==> config.mk <==
export PLATFORM = sky130hd
export DESIGN_NAME = fast_counter_control
export DESIGN_NICKNAME = d
export VERILOG_FILES = /design/src/rtl/fast_counter_control.v
export VERILOG_INCLUDE_DIRS = /design/src /design/src/rtl
export SDC_FILE = /design/constraint.sdc
export NUM_CORES = 1
export LEC_CHECK = 0
export BUFFER_PORTS_ARGS = -buffer_cell sky130_fd_sc_hd__buf_2
export CAP_MARGIN = 30
export CORE_MARGIN = 1.5
export CORE_UTILIZATION = 55
export CTS_CLUSTER_DIAMETER = 150
export DETAILED_ROUTE_END_ITERATION = 6
export PLACE_DENSITY = 0.72
export SLEW_MARGIN = 0
export SYNTH_ARGS = -nofsm -noshare
export SYNTH_HDL_FRONTEND = slang
export SYNTH_SLANG_ARGS = --single-unit
export TNS_END_PERCENT = 20
==> constraint.sdc <==
create_clock -name REF_CLK_I -period 8.2 [get_ports REF_CLK_I]
set_clock_uncertainty 0.2 [all_clocks]
set_input_delay 2.46 -clock REF_CLK_I [delete_from_list [all_inputs] [get_ports REF_CLK_I]]
set_output_delay 2.46 -clock REF_CLK_I [all_outputs]
set_load 0.005 [all_outputs]
==> src/rtl/fast_counter_defines.vh <==
// Constants for the fast pulse counter controller: register indices, field positions,
// counting modes and status bit positions.
// Assumes byte address = 4 * register index on a 32-bit APB bus.
`ifndef FAST_COUNTER_DEFINES_VH
`define FAST_COUNTER_DEFINES_VH

// Register indices; the byte address is four times the index.
`define IDX_CTRL0 8'h25
`define IDX_CUR0 8'h26
`define IDX_PRE0 8'h2A
`define IDX_CTRL1 8'h2F
`define IDX_CUR1 8'h30
`define IDX_PRE1 8'h34
`define IDX_DEFINE 8'h40
`define IDX_APPLY 8'h41
`define IDX_STATUS 8'h42
`define IDX_COUNT0 8'h43
`define IDX_COUNT1 8'h44
`define IDX_EVENT 8'h45
`define IDX_ERROR 8'h46
`define IDX_MODE 8'h47

// Control byte fields.
`define CTL_ENABLE 7
`define CTL_LOAD_CUR 6
`define CTL_LOAD_PRE 5
`define CTL_UPD_DIR 4
`define CTL_DIR_UP 3
`define CTL_QUAD_1X 2
`define CTL_START_LOW 1
`define CTL_RESET_LOW 0

// Define-mode command fields.
`define DEF_CNT_BIT 8

// Status byte bit positions.
`define ST_DIR 5
`define ST_EQ 6
`define ST_GT 7

// Event flag positions within one counter's three-bit group.
`define EV_EQ 0
`define EV_DIR 1
`define EV_XRST 2

// Counting modes.
`define MODE_EXTDIR_LO 4'h3
`define MODE_UPDN_LO 4'h6
`define MODE_QUAD_LO 4'h9
`define MODE_QUAD_HI 4'hB
`define MODE_PTG 4'hC

// Reset values.
`define CTRL_RST 8'h00
`define WORD_RST 32'h00000000

`endif

==> src/rtl/fast_counter_control.v <==
// Fast pulse counter controller with two counters behind an APB slave.
// Assumes pulse pins are asynchronous to REF_CLK_I and pulse faster than
// half the clock rate never occur; the pulse train input is same-domain logic.
//
// Our own choice: register access over APB.
`timescale 1ns/1ns
`include "fast_counter_defines.vh"

module fast_counter_control #(
	parameter NCNT = 2
) (
	input wire REF_CLK_I, // System clock, 100 MHz.
	input wire RST_I, // Synchronous reset, active high.
	input wire PSEL_I, // APB select.
	input wire PENABLE_I, // APB enable.
	input wire PWRITE_I, // APB direction, high for write.
	input wire [9:0] PADDR_I, // APB byte address.
	input wire [31:0] PWDATA_I, // APB write data.
	output reg [31:0] PRDATA_O, // APB read data.
	output wire PREADY_O, // APB ready, always high.
	output reg PSLVERR_O, // APB error for unmapped address.
	input wire [1:0] CNT_A_I, // Clock, up clock or phase A pin per counter.
	input wire [1:0] CNT_B_I, // Direction, down clock or phase B pin per counter.
	input wire [1:0] CNT_RST_I, // External reset pin per counter.
	input wire [1:0] CNT_START_I, // External start pin per counter.
	input wire PTG0_PULSE_I // One-cycle pulse from pulse train generator zero.
);

	wire setup_w;
	wire wr_w;
	wire [7:0] idx_w;
	wire [8*NCNT-1:0] pin_raw_w;
	wire [32*NCNT-1:0] count_w;
	wire [8*NCNT-1:0] status_w;
	wire [3*NCNT-1:0] ev_w;
	wire [5*NCNT-1:0] mode_w;
	wire [NCNT-1:0] def_err_w;
	reg [8*NCNT-1:0] pin_s1_ff;
	reg [8*NCNT-1:0] pin_s2_ff;
	reg err_ff;
	reg [31:0] nxt_rdata;
	reg nxt_slverr;

	// Zero-wait slave: the read word is fetched in the setup cycle.
	assign setup_w = PSEL_I & ~PENABLE_I;
	assign wr_w = PSEL_I & PENABLE_I & PWRITE_I;
	assign idx_w = PADDR_I[9:2];
	assign PREADY_O = 1'b1;

	// Two-flop synchronisers; only the second stage feeds counting logic.
	always @(posedge REF_CLK_I) begin
		if (RST_I) begin
			pin_s1_ff <= {8*NCNT{1'b0}};
			pin_s2_ff <= {8*NCNT{1'b0}};
		end else begin
			pin_s1_ff <= pin_raw_w;
			pin_s2_ff <= pin_s1_ff;
		end
	end

	// Sticky error for bad or repeated mode definition; a new error beats a clear.
	always @(posedge REF_CLK_I) begin
		if (RST_I) begin
			err_ff <= 1'b0;
		end else begin
			err_ff <= (err_ff & ~(wr_w & (idx_w == `IDX_ERROR) & PWDATA_I[0])) | (|def_err_w);
		end
	end

	genvar i;
	generate
		for (i = 0; i < NCNT; i = i + 1) begin : g_cnt
			localparam [7:0] IX_CTRL = (i == 0) ? `IDX_CTRL0 : `IDX_CTRL1;
			localparam [7:0] IX_CUR = (i == 0) ? `IDX_CUR0 : `IDX_CUR1;
			localparam [7:0] IX_PRE = (i == 0) ? `IDX_PRE0 : `IDX_PRE1;
			reg [7:0] ctrl_ff;
			reg [31:0] new_cur_ff;
			reg [31:0] new_pre_ff;
			reg [3:0] mode_ff;
			reg defined_ff;
			reg en_ff;
			reg dir_ff;
			reg quad1x_ff;
			reg [1:0] pol_ff;
			reg [31:0] count_ff;
			reg [31:0] preset_ff;
			reg load_pend_ff;
			reg xrst_prev_ff;
			reg a_prev_ff;
			reg b_prev_ff;
			reg [2:0] ev_ff;
			reg step;
			reg up;
			wire a;
			wire b;
			wire has_rst;
			wire has_start;
			wire ext_dir;
			wire rst_act;
			wire start_ok;
			wire active;
			wire do_step;
			wire [31:0] nxt_count;
			wire [2:0] ev_set;
			wire [2:0] ev_clr;
			wire apply;
			wire define;
			wire mode_ok;

			assign pin_raw_w[8*i+:8] = {4'h0, CNT_START_I[i], CNT_RST_I[i], CNT_B_I[i], CNT_A_I[i]};
			assign a = pin_s2_ff[8*i];
			assign b = pin_s2_ff[8*i+1];

			// Reset input exists in modes 1,2,4,5,7,8,10,11; start only in 2,5,8,11.
			assign has_rst = (mode_ff <= `MODE_QUAD_HI) && (mode_ff % 3 != 0);
			assign has_start = (mode_ff <= `MODE_QUAD_HI) && (mode_ff % 3 == 2);
			assign ext_dir = (mode_ff >= `MODE_EXTDIR_LO) && (mode_ff <= `MODE_QUAD_HI);
			// Polarity bits invert the pins; zero in both means active high.
			assign rst_act = has_rst & (pin_s2_ff[8*i+2] ^ pol_ff[0]);
			assign start_ok = ~has_start | (pin_s2_ff[8*i+3] ^ pol_ff[1]);
			// A pending load holds the counter off for one cycle.
			assign active = defined_ff & en_ff & ~load_pend_ff;
			assign do_step = active & start_ok & step & ~rst_act;
			assign nxt_count = up ? count_ff + 32'h00000001 : count_ff - 32'h00000001;

			// Step and direction decode per counting mode.
			always @* begin
				step = 1'b0;
				up = dir_ff;
				if (mode_ff < `MODE_EXTDIR_LO) begin
					step = a & ~a_prev_ff;
				end else if (mode_ff < `MODE_UPDN_LO) begin
					step = a & ~a_prev_ff;
					up = b;
				end else if (mode_ff < `MODE_QUAD_LO) begin
					// Simultaneous up and down edges cancel.
					step = (a & ~a_prev_ff) ^ (b & ~b_prev_ff);
					up = a & ~a_prev_ff;
				end else if (mode_ff <= `MODE_QUAD_HI) begin
					if (quad1x_ff) begin
						step = a & ~a_prev_ff;
						up = ~b;
					end else begin
						// A double change is a lost phase and is ignored.
						step = (a ^ a_prev_ff) ^ (b ^ b_prev_ff);
						up = a ^ b_prev_ff;
					end
				end else if (i == 0) begin
					step = PTG0_PULSE_I;
				end
			end

			// Events are raised only while active, so a load cycle raises none.
			assign ev_set[`EV_EQ] = do_step & (nxt_count == preset_ff);
			assign ev_set[`EV_DIR] = do_step & ext_dir & (up != dir_ff);
			assign ev_set[`EV_XRST] = active & rst_act & ~xrst_prev_ff;
			assign ev_clr = (wr_w && idx_w == `IDX_EVENT) ? PWDATA_I[3*i+:3] : 3'h0;
			assign apply = wr_w && (idx_w == `IDX_APPLY) && (PWDATA_I[0] == i);
			assign define = wr_w && (idx_w == `IDX_DEFINE) && (PWDATA_I[`DEF_CNT_BIT] == i);
			assign mode_ok = (PWDATA_I[3:0] <= `MODE_QUAD_HI) ||
				((PWDATA_I[3:0] == `MODE_PTG) && (i == 0));
			assign def_err_w[i] = define & (defined_ff | ~mode_ok);

			// Staged control and values: writing them changes nothing by itself.
			always @(posedge REF_CLK_I) begin
				if (RST_I) begin
					ctrl_ff <= `CTRL_RST;
					new_cur_ff <= `WORD_RST;
					new_pre_ff <= `WORD_RST;
				end else if (wr_w) begin
					if (idx_w == IX_CTRL)
						ctrl_ff <= PWDATA_I[7:0];
					if (idx_w == IX_CUR)
						new_cur_ff <= PWDATA_I;
					if (idx_w == IX_PRE)
						new_pre_ff <= PWDATA_I;
				end
			end

			// Mode definition is accepted once per run.
			always @(posedge REF_CLK_I) begin
				if (RST_I) begin
					mode_ff <= 4'h0;
					defined_ff <= 1'b0;
				end else if (define & ~defined_ff & mode_ok) begin
					mode_ff <= PWDATA_I[3:0];
					defined_ff <= 1'b1;
				end
			end

			// Apply, load and counting.
			always @(posedge REF_CLK_I) begin
				if (RST_I) begin
					en_ff <= 1'b0;
					dir_ff <= 1'b1;
					quad1x_ff <= 1'b0;
					pol_ff <= 2'h0;
					count_ff <= `WORD_RST;
					preset_ff <= `WORD_RST;
					load_pend_ff <= 1'b0;
					xrst_prev_ff <= 1'b0;
					a_prev_ff <= 1'b0;
					b_prev_ff <= 1'b0;
					ev_ff <= 3'h0;
				end else begin
					a_prev_ff <= a;
					b_prev_ff <= b;
					xrst_prev_ff <= rst_act;
					ev_ff <= (ev_ff & ~ev_clr) | ev_set;
					if (load_pend_ff) begin
						count_ff <= new_cur_ff;
						load_pend_ff <= 1'b0;
					end else if (active & rst_act) begin
						count_ff <= `WORD_RST;
					end else if (do_step) begin
						count_ff <= nxt_count;
						if (ext_dir)
							dir_ff <= up;
					end
					// An apply overrides a same-cycle step on the fields it touches.
					if (apply & defined_ff) begin
						en_ff <= ctrl_ff[`CTL_ENABLE];
						quad1x_ff <= ctrl_ff[`CTL_QUAD_1X];
						pol_ff <= ctrl_ff[`CTL_START_LOW:`CTL_RESET_LOW];
						if (ctrl_ff[`CTL_LOAD_CUR])
							load_pend_ff <= 1'b1;
						if (ctrl_ff[`CTL_LOAD_PRE])
							preset_ff <= new_pre_ff;
						if (ctrl_ff[`CTL_UPD_DIR])
							dir_ff <= ctrl_ff[`CTL_DIR_UP];
					end
				end
			end

			assign count_w[32*i+:32] = count_ff;
			assign status_w[8*i+:8] = {($signed(count_ff) > $signed(preset_ff)),
				(count_ff == preset_ff), dir_ff, 5'h00};
			assign ev_w[3*i+:3] = ev_ff;
			assign mode_w[5*i+:5] = {defined_ff, mode_ff};
		end
	endgenerate

	// Read mux; unmapped addresses read zero and answer with an error.
	always @* begin
		nxt_rdata = 32'h00000000;
		nxt_slverr = 1'b0;
		case (idx_w)
			`IDX_CTRL0: nxt_rdata = {24'h000000, g_cnt[0].ctrl_ff};
			`IDX_CUR0: nxt_rdata = g_cnt[0].new_cur_ff;
			`IDX_PRE0: nxt_rdata = g_cnt[0].new_pre_ff;
			`IDX_CTRL1: nxt_rdata = {24'h000000, g_cnt[1].ctrl_ff};
			`IDX_CUR1: nxt_rdata = g_cnt[1].new_cur_ff;
			`IDX_PRE1: nxt_rdata = g_cnt[1].new_pre_ff;
			`IDX_DEFINE: nxt_rdata = 32'h00000000;
			`IDX_APPLY: nxt_rdata = 32'h00000000;
			`IDX_STATUS: nxt_rdata = {16'h0000, status_w[15:0]};
			`IDX_COUNT0: nxt_rdata = count_w[31:0];
			`IDX_COUNT1: nxt_rdata = count_w[63:32];
			`IDX_EVENT: nxt_rdata = {26'h0000000, ev_w[5:0]};
			`IDX_ERROR: nxt_rdata = {31'h00000000, err_ff};
			`IDX_MODE: nxt_rdata = {22'h000000, mode_w[9:0]};
			default: nxt_slverr = 1'b1;
		endcase
	end

	// Read data and error are registered at the setup edge and held through access.
	always @(posedge REF_CLK_I) begin
		if (RST_I) begin
			PRDATA_O <= 32'h00000000;
			PSLVERR_O <= 1'b0;
		end else if (setup_w) begin
			PRDATA_O <= PWRITE_I ? 32'h00000000 : nxt_rdata;
			PSLVERR_O <= nxt_slverr;
		end
	end

endmodule // fast_counter_control

### After elaboration in Yosys (flattened, before gate mapping)

Index checks and enable logic that the tools add are counted.

| word-level totals | value |
|---|---|
| latch bits | 0 |
| memory bits (read-only) | 0 |
| bits of input ports | 56 |
| memories kept | 0 |
| flip-flop bits (word level) | 360 |
| bits in writable memories | 0 |
| logic and storage cells | 245 |

| cells by class | value |
|---|---|
| bitwise operators | 89 |
| add/sub/neg operators | 4 |
| mux-type cells | 47 |
| div/mod/pow operators | 2 |
| multipliers | 0 |
| shift-type cells | 0 |
| order comparisons | 13 |
| reductions and logical operators | 30 |
| eq/ne operators | 23 |

Operators with widths:

| kind | number |
|---|---|
| 32-bit one-hot mux with 12 select lines | 1 |
| 32-bit two-way mux | 9 |
| 32-bit == test | 4 |
| 32-bit by 1-bit adder with 32-bit output, second input constant | 2 |
| 32-bit by 2-bit == test with 1-bit output, second input constant | 2 |
| 8-bit by 7-bit == test with 1-bit output, second input constant | 8 |
| 32-bit greater-than comparator | 2 |
| 4-bit by 2-bit remainder unit with 32-bit output, second input constant | 2 |
| 32-bit nonzero test | 2 |
| 32-bit by 1-bit subtractor with 32-bit output, second input constant | 2 |
| 8-bit by 6-bit == test with 1-bit output, second input constant | 6 |
| 1-bit bitwise AND | 40 |
| 1-bit two-way mux | 35 |
| 1-bit NOT | 24 |
| 2-bit AND reduction | 8 |
| 14-bit OR reduction | 1 |
| 1-bit bitwise XOR | 14 |
| 1-bit logical AND | 13 |
| 4-bit less-or-equal comparator, second input constant | 3 |
| 4-bit by 2-bit greater-or-equal comparator with 1-bit output, second input constant | 2 |
| 4-bit by 2-bit less-than comparator with 1-bit output, second input constant | 2 |
| 4-bit by 3-bit less-than comparator with 1-bit output, second input constant | 2 |
| 4-bit less-than comparator, second input constant | 2 |
| 3-bit bitwise AND | 2 |
| 9 further kinds | 20 |

### Longest topological paths before layout

Gate-level depths: netlist of the first run.

| logic depth | value |
|---|---|
| depth after elaboration | 14 |
| gate-level depth with buffers | 19 |
| mapped depth without buffers | 18 |

### Least setup slack after synthesis of the first run

No wires, ideal clock.

| timing | value |
|---|---|
| path type | reg2reg |
| start | register g_cnt[1].mode_ff[2] |
| end | register g_cnt[1].ev_ff[0] |
| buffers on the path | 2 |
| clock period less this slack | 5.803 ns |
| cell stages (with the launch flop) | 17 |
| setup time | 0.084 ns |
| data required time | 7.916 ns |
| slack | 2.397 ns |
| data arrival time | 5.519 ns |
| path through | dfxtp_1 -> clkbuf_1 -> and2_1 -> o21ai_0 -> a221o_1 -> mux2i_1 -> ha_1 -> clkbuf_1 -> and4_1 -> and2_1 -> a32o_1 -> a311oi_2 -> nor2_1 -> or3_1 -> a2111oi_2 -> nand4_1 -> o31ai_2 |

| between the ends | value |
|---|---|
| longest elaborated chain between the ends | 10 |

Ends and longest elaborated chain:

| element | line | text |
|---|---|---|
| start, declared | fast_counter_control.v:79 | `reg [3:0] mode_ff;` |
| start signal, assigned | fast_counter_control.v:186 | `mode_ff <= PWDATA_I[3:0];` |
| 4-bit by 2-bit remainder unit with 32-bit output | fast_counter_control.v:115, fast_counter_control.v:116 |  |
| 32-bit by 2-bit == test with 1-bit output | fast_counter_control.v:116 | `` assign has_start = (mode_ff <= `MODE_QUAD_HI) && (mode_ff % 3 == 2); `` |
| 1-bit logical AND | fast_counter_control.v:116 |  |
| 1-bit NOT | fast_counter_control.v:120 | `assign start_ok = ~has_start \| (pin_s2_ff[8*i+3] ^ pol_ff[1]);` |
| 1-bit bitwise OR | fast_counter_control.v:120 |  |
| 1-bit bitwise AND (3 in a row) | fast_counter_control.v:123 | `assign do_step = active & start_ok & step & ~rst_act;` |
| 1-bit bitwise AND * | fast_counter_control.v:154 | `` assign ev_set[`EV_EQ] = do_step & (nxt_count == preset_ff); `` |
| 3-bit bitwise OR * | fast_counter_control.v:209 | `ev_ff <= (ev_ff & ~ev_clr) \| ev_set;` |
| end signal, assigned | fast_counter_control.v:209 |  |
| end, declared | fast_counter_control.v:91 | `reg [2:0] ev_ff;` |

Every way passes the cells marked *; elsewhere a longest branch is shown, timed or not.
A chain may end at the register's enable or synchronous reset.

### Final worst setup path of the first run

Same ends and word-level chain as after synthesis.

==> impl_metrics.csv, run 1 <==
group,metric,value,unit
pwr,finalPower,3.51,mW
pwr,leakage,8.64,nW
critical_path,arrival,6.65,ns
timing,setup_viol,0,
final_layout,nFillCells,3665,
critical_path,r2r_start,"g_cnt[1].mode_ff[2]$_SDFFE_PP0P_",
cts,cts_num_sinks,356,
die,fp-row-count,72,
routing,drc,0,
yosys,yosysTopAreaCellShare,0.326,
cts,htree_levels,2,
timing,fmax,156,MHz
routing,wl,74200,µm
die,dieArea,40900,µm²
die,io_pins,90,
final_layout,layout.cells.non_filler,3367,
critical_path,endpoint_kind,"flip-flop",
yosys,ys_seq_elements,356,
die,start_util,0.562,
cts,cts_buffers,37,
global_routing,grt_usage,0.353,
worst_hold_path,hold-path-endpoint,"pin_s2_ff[0]$_SDFF_PP0_",
critical_path,crit_fanout,24,
placement,place_inst,3299,
critical_path,r2r_cells,16,
yosys,syn-cell-area,21900,µm²
die,die_h,202,µm
final_layout,multi_input_area,13700,µm²
critical_path,r2r_end,"g_cnt[1].ev_ff[0]$_SDFF_PP0_",
global_routing,grt_max_degree,200,
final_layout,final_util,0.610,
routing,routed-via-count,21583,
yosys,synth_edf_count,0,
pwr,clkPwrFrac,0.478,
yosys,syn_inst,2852,
yosys,syn_nets,3046,
routing,ant_nets,0,
timing,drv_slew,0,
yosys,yosysMostFrequentCell,"nand2_1",
cts,clk_path_buf_depth,3,
placement,dpl.hpwl,55200,µm
pwr,comb_power_share,0.028,
yosys,ys_types,97,
routing,viasPerCell,6.41,
critical_path,start_kind,"flip-flop",
routing,firstDrtPassIters,6,
timing,hold_viol_final,0,
cts,path_clk_slew,0.07,ns
cts,post_cts_buffers,0,
pwr,p_per_area,148,nW/µm²
final_layout,seq_area,7130,µm²
cts,cts_tree,"yes",
global_routing,grt_pass1_vias,19944,
final_layout,area_growth,8.56,%
timing,fin_crit,6.40,ns
run_status,run_status,"complete, no violations",
cts,cts_resized,0,
final_layout,final_area,23700,µm²
placement,gp_congestion,0.956,
pwr,p_int,2.73,mW
global_routing,grt_pass1_wl,115000,µm
cts,cts_root_buffer,"clkbuf_16",
die,die_w,202,µm
global_routing,grt-ovfl-total,0,
timing,relSlewSlack,0.315,
pwr,peakVddDrop,0.000110,V
yosys,synth.avg_cell_area,7.66,µm²
worst_hold_path,hold_path_class,"reg2reg",
die,core_area,38900,µm²
timing,worst_slew_pin_slew,1.02,ns
cts,insertion_delay,0.55,ns
placement,port_buffers,86,
critical_path,cp.required,8.45,ns
timing,rsz0062_at_grt,"no",
yosys,ys.flop_type,"dfxtp_1",
yosys,ys_warn_count,0,
yosys,ys_seq_area_frac,0.326,
final_layout,layout-drive-gt1-share,0.0815,
run,max-cap-violations,0,
critical_path,rrSetupSlack,1.80,ns
critical_path,critical_path_class,"reg2reg",
routing,drt-initial-drc-count,2707,
final_layout,nets,3015,
global_routing,antenna_found_initial,1,
yosys,async_reset_ff_frac,0,
yosys,yosys.area.top_type,"dfxtp_1",
worst_hold_path,worstHoldPathCells,1,
cts,cts_hold_buf,0,
pwr,switching_share,0.224,
timing,post-route-period-util,0.780,
yosys,synth_area_leaders,"dfxtp_1, nand2_1, a21oi_1, ha_1, xnor2_1",
worst_hold_path,min_from,"pin_s1_ff[0]$_SDFF_PP0_",
routing,wl_per_cell,22.0,µm
yosys,synth_common_cells,"nand2_1, a21oi_1, dfxtp_1, nor2_1, clkbuf_1",
pwr,pwr-share-seq,0.494,
placement,placed_area,22500,µm²
timing,setup_tns,0,ns
pwr,switchingPower,0.788,mW
[layer usage]
layer | up-vias | part of all wire | track usage | wire length, µm
met2 | 1036 | 0.44 | 0.538 | 32600
met3 | 119 | 0.087 | 0.0327 | 6470
met1 | 10287 | 0.44 | 0.518 | 32700
met4 | 0 | 0.033 | 0.125 | 2460
met5 | - | 0 | 0 | 0
li1 | 10141 | - | - | -
[sequential cells by signal (all words and copies together), names as in the netlist, 4 cells and up]
register	cells
PRDATA_O	32
g_cnt.count_ff	64
g_cnt.ctrl_ff	16
g_cnt.ev_ff	6
g_cnt.mode_ff	8
g_cnt.new_cur_ff	64
g_cnt.new_pre_ff	64
g_cnt.pol_ff	4
g_cnt.preset_ff	64
pin_s1_ff	8
pin_s2_ff	8
[critical path, cell delays in order, from the launching register on]
cell       delay (ns)
dfxtp_1          0.76
nor2b_1          0.44
ha_1             0.32
nor2_1           0.09
a221o_1          0.42
mux2i_4          0.71
ha_1             0.43
a211oi_1         0.28
o21ai_0          0.27
a21oi_1          0.54
o21ai_0          0.22
a211oi_1         0.52
xnor3_1          0.21
nand3_1          0.12
a2111oi_2        0.36
nand4_1          0.18
o31ai_2          0.20
[cells by family (layout without fill, tap and decap cells)]
| logic type | Yosys count | count (layout) | synth area share |
|---|---|---|---|
| adders and majority gates | 138 | 138 | 0.0797 |
| xor gates and xnor gates | 127 | 127 | 0.0559 |
| AOI/OAI and AO/OA | 852 | 852 | 0.249 |
| DFF | 356 | 356 | 0.326 |
| buffers and inverters | 285 | 281 | 0.0512 |
| other | 1 | 2 | 0.000172 |
| and+or+nand+nor | 1051 | 1051 | 0.217 |
| muxes | 42 | 42 | 0.0204 |
[cells in the final DEF (no fill, tap or decap), types with 58 or more instances in the layout]
| cell type | netlist | final |
|---|---|---|
| o21ai_0 | 88 | 88 |
| ha_1 | 136 | 136 |
| buf_2 | 15 | 85 |
| nand2_1 | 520 | 520 |
| a22oi_1 | 97 | 97 |
| dfxtp_1 | 356 | 356 |
| a21oi_1 | 365 | 365 |
| nor2_1 | 201 | 198 |
| xnor2_1 | 88 | 88 |
| nand3_1 | 58 | 58 |
| inv_1 | 95 | 95 |
[final cells by class]
type                            count  area share
Clock buffer                       55      0.0466
Antenna cell                        1    0.000105
Clock inverter                     11     0.00385
Inverter                           98      0.0155
Multi-Input combinational cell   2211       0.577
Timing Repair Buffer              117      0.0296
Tap cell                          518      0.0273
Sequential cell                   356       0.300
[how the worst max path moves through the flow]
stage,cells after the start,slack (ns),to,startpoint
global route,16,1.34,g_cnt[1].ev_ff[0]$_SDFF_PP0_,g_cnt[1].mode_ff[2]$_SDFFE_PP0P_
CTS,16,1.87,g_cnt[1].ev_ff[0]$_SDFF_PP0_,g_cnt[1].mode_ff[2]$_SDFFE_PP0P_
global placement,16,2.10,g_cnt[1].ev_ff[0]$_SDFF_PP0_,g_cnt[1].mode_ff[2]$_SDFFE_PP0P_
floorplan,16,2.40,g_cnt[1].ev_ff[0]$_SDFF_PP0_,g_cnt[1].mode_ff[2]$_SDFFE_PP0P_
finish,16,1.80,g_cnt[1].ev_ff[0]$_SDFF_PP0_,g_cnt[1].mode_ff[2]$_SDFFE_PP0P_
detailed placement,16,1.94,g_cnt[1].ev_ff[0]$_SDFF_PP0_,g_cnt[1].mode_ff[2]$_SDFFE_PP0P_
[power by group through the flow]
stage | clock (mW) | combinational [mW] | sequential [mW]
3_3_place_gp | 0 | 0.0919 | 1.77
3_5_place_dp | 0 | 0.0937 | 1.77
6_report | 1.68 | 0.0977 | 1.74
4_1_cts | 1.68 | 0.0940 | 1.74
5_1_grt | 1.76 | 0.103 | 1.74
2_1_floorplan | 0 | 0.0509 | 1.77
[through the flow]
stage / hold slack (ns) / setup slack, ns
3_5_place_dp: 0.224 / 1.94
3_3_place_gp: 0.220 / 2.10
4_1_cts: 0.238 / 1.87
6_report: 0.235 / 1.80
2_1_floorplan: 0.214 / 2.40
5_1_grt: 0.252 / 1.34
(Power assumes the default switching activity.)
==> run 2, diff against run 1 <==
--- a/config.mk
+++ b/config.mk
@@ -12,7 +12,7 @@
 export CORE_UTILIZATION = 55
 export CTS_CLUSTER_DIAMETER = 150
 export DETAILED_ROUTE_END_ITERATION = 6
-export PLACE_DENSITY = 0.72
+export PLACE_DENSITY = 0.75
 export SLEW_MARGIN = 0
 export SYNTH_ARGS = -nofsm -noshare
 export SYNTH_HDL_FRONTEND = slang
==> constraint.sdc (replaced) <==
create_clock -name REF_CLK_I -period 5.74 [get_ports REF_CLK_I]
set_clock_uncertainty 0.2 [all_clocks]
set_input_delay 1.722 -clock REF_CLK_I [delete_from_list [all_inputs] [get_ports REF_CLK_I]]
set_output_delay 1.722 -clock REF_CLK_I [all_outputs]
set_load 0.005 [all_outputs]
==> run 2 against run 1 <==
Against the previous run:
- the flow now finishes with violations (design-rule violations)
- final cell count grew 0.68%
- global-route usage shrank 0.64 points
- core utilization grew 0.81 points
- sequential share of layout area shrank 0.39 points
- cell area grew 1.3%
- register-to-register slack lost 1.4 ns
- hold slack lost 0.0069 ns
- worst setup slack lost 1.4 ns
- total power grew 50%
- clock power grew 58%
- largest cell class unchanged
==> impl_metrics.csv, run 2 (synthesized netlist as in run 1, its figures left out) <==
group,metric,value,unit
run_status,run_status,"finished, violations left",
run_status,violations,"design-rule violations",
global_routing,grt-ovfl-total,0,
worst_hold_path,min_from,"pin_s1_ff[8]$_SDFF_PP0_",
timing,hold_viol_final,0,
final_layout,nFillCells,3493,
cts,htree_levels,2,
die,dieArea,40900,µm²
routing,wl,73400,µm
final_layout,area_growth,10.0,%
final_layout,mostFrequentLayoutCells,"nand2_1, a21oi_1, dfxtp_1",
critical_path,endpoint_kind,"flip-flop",
die,start_util,0.562,
cts,cts_num_sinks,356,
timing,fin_crit,5.33,ns
cts,cts_resized,0,
cts,cts_hold_buf,0,
die,core_area,38900,µm²
timing,drv_slew,0,
worst_hold_path,hold_path_class,"reg2reg",
timing,post-route-period-util,0.929,
critical_path,crit_start,"g_cnt[1].mode_ff[3]$_SDFFE_PP0P_",
final_layout,multi_input_area,13700,µm²
die,die_w,202,µm
placement,port_buffers,86,
run,max-cap-violations,0,
critical_path,critical_path_class,"reg2reg",
critical_path,arrival,5.58,ns
placement,dpl.hpwl,54700,µm
global_routing,grt_pass1_vias,19992,
routing,ant_nets,0,
cts,cts_buffers,38,
final_layout,nets,3035,
critical_path,cp.required,5.99,ns
pwr,comb_power_share,0.026,
critical_path,r2r_start,"g_cnt[1].mode_ff[3]$_SDFFE_PP0P_",
worst_hold_path,hold-path-endpoint,"pin_s2_ff[8]$_SDFF_PP0_",
pwr,pwr-share-seq,0.469,
timing,fmax,187,MHz
cts,clk_path_buf_depth,3,
placement,gp_congestion,0.973,
global_routing,met1_usage,0.490,
final_layout,final_area,24000,µm²
critical_path,crit_fanout,27,
routing,wl_per_cell,21.7,µm
pwr,switchingPower,1.17,mW
global_routing,busiest_layer,"met2",
routing,routed-via-count,21626,
global_routing,grtUsageMet3,0.0490,
die,die_h,202,µm
final_layout,seq_area,7130,µm²
worst_hold_path,worstHoldPathCells,1,
critical_path,r2r_end,"g_cnt[1].ev_ff[0]$_SDFF_PP0_",
cts,cts_tree,"yes",
routing,viasPerCell,6.38,
global_routing,grt_pass1_wl,113000,µm
pwr,clkPwrFrac,0.504,
timing,rsz0062_at_grt,"no",
global_routing,grt_use_met2,0.530,
pwr,switching_share,0.222,
timing,relSlewSlack,0.340,
critical_path,start_kind,"flip-flop",
routing,drc,30,
final_layout,final_util,0.618,
routing,drt-initial-drc-count,2571,
pwr,p_int,4.11,mW
final_layout,layout-drive-gt1-share,0.0906,
pwr,peakVddDrop,0.000178,V
critical_path,r2r_cells,17,
placement,placed_area,22700,µm²
cts,cts_root_buffer,"clkbuf_16",
pwr,finalPower,5.28,mW
pwr,leakage,8.82,nW
timing,worst_slew_pin_slew,0.990,ns
cts,path_clk_slew,0.06,ns
global_routing,grt_usage,0.347,
cts,insertion_delay,0.54,ns
routing,firstDrtPassIters,7,
die,fp-row-count,72,
timing,setup_tns,0,ns
global_routing,antenna_found_initial,2,
critical_path,rrSetupSlack,0.41,ns
die,io_pins,90,
cts,post_cts_buffers,0,
final_layout,layout_commonest_cell,"nand2_1",
global_routing,grt_max_degree,179,
timing,setup_viol,0,
pwr,p_per_area,220,nW/µm²
run 2: cell count changes in the layout (fill, tap and decap cells not counted), sizes merged:
cell | before | now
diode | 1 | 2
clkbuf | 56 | 52
buf | 116 | 135
clkinv | 7 | 9
clkinvlp | 3 | 2
bufinv | 1 | 5
inv | 98 | 100
run 2: metrics by stage:
stage	worst slack, ns	std cells	hold WS (ns)
finish	0.406	3390	0.228
global route	0.0424	3390	0.237
CTS	0.479	3387	0.232
detailed placement	0.509	3318	0.223
global placement	0.634	3317	0.217
floorplan	0.185	2852	0.214
run 2: area by class of cell:
type	instances	share of cell area
antenna	2	0.000208
clock buffer	51	0.0462
clock inverter	18	0.0100
inverter	98	0.0153
multi-input combinational	2211	0.569
sequential	356	0.296
tap	518	0.0270
timing repair buffer	136	0.0357
run 2: worst max path at each step:
stage / cells after the start / slack (ns) / to
2_1_floorplan: 15 / 0.19 / g_cnt[0].count_ff[30]$_SDFFE_PP0P_
5_1_grt: 20 / 0.04 / g_cnt[0].ev_ff[0]$_SDFF_PP0_
3_5_place_dp: 17 / 0.51 / g_cnt[1].ev_ff[0]$_SDFF_PP0_
4_1_cts: 17 / 0.48 / g_cnt[1].ev_ff[0]$_SDFF_PP0_
3_3_place_gp: 17 / 0.63 / g_cnt[1].ev_ff[0]$_SDFF_PP0_
6_report: 17 / 0.41 / g_cnt[1].ev_ff[0]$_SDFF_PP0_
run 2: per-layer routing:
layer  vias to the layer above  share of wire
met5                         -              0
met4                         0          0.041
met3                       152          0.094
li1                      10189              -
met2                      1091           0.43
met1                     10194           0.43
run 2: power by group through the flow:
stage          Combinational (mW)  Clock [mW]  Sequential [mW]
5_1_grt                     0.146        2.77             2.48
3_5_place_dp                0.133           0             2.54
6_report                    0.139        2.66             2.48
4_1_cts                     0.134        2.67             2.48
3_3_place_gp                0.130           0             2.53
2_1_floorplan              0.0727           0             2.53
run 2: critical path, cell delays in order (launching register included):
cell       delay [ns]
dfxtp_1          0.39
nor2b_1          0.41
ha_1             0.35
nor2_1           0.08
a221o_1          0.39
mux2i_4          0.31
buf_12           0.22
ha_1             0.35
xor2_1           0.25
mux2i_1          0.33
o2111ai_1        0.25
a31oi_1          0.22
nand4_1          0.11
nor4bb_1         0.45
o2111ai_2        0.23
a2111oi_2        0.31
nand4_1          0.16
o31ai_2          0.21
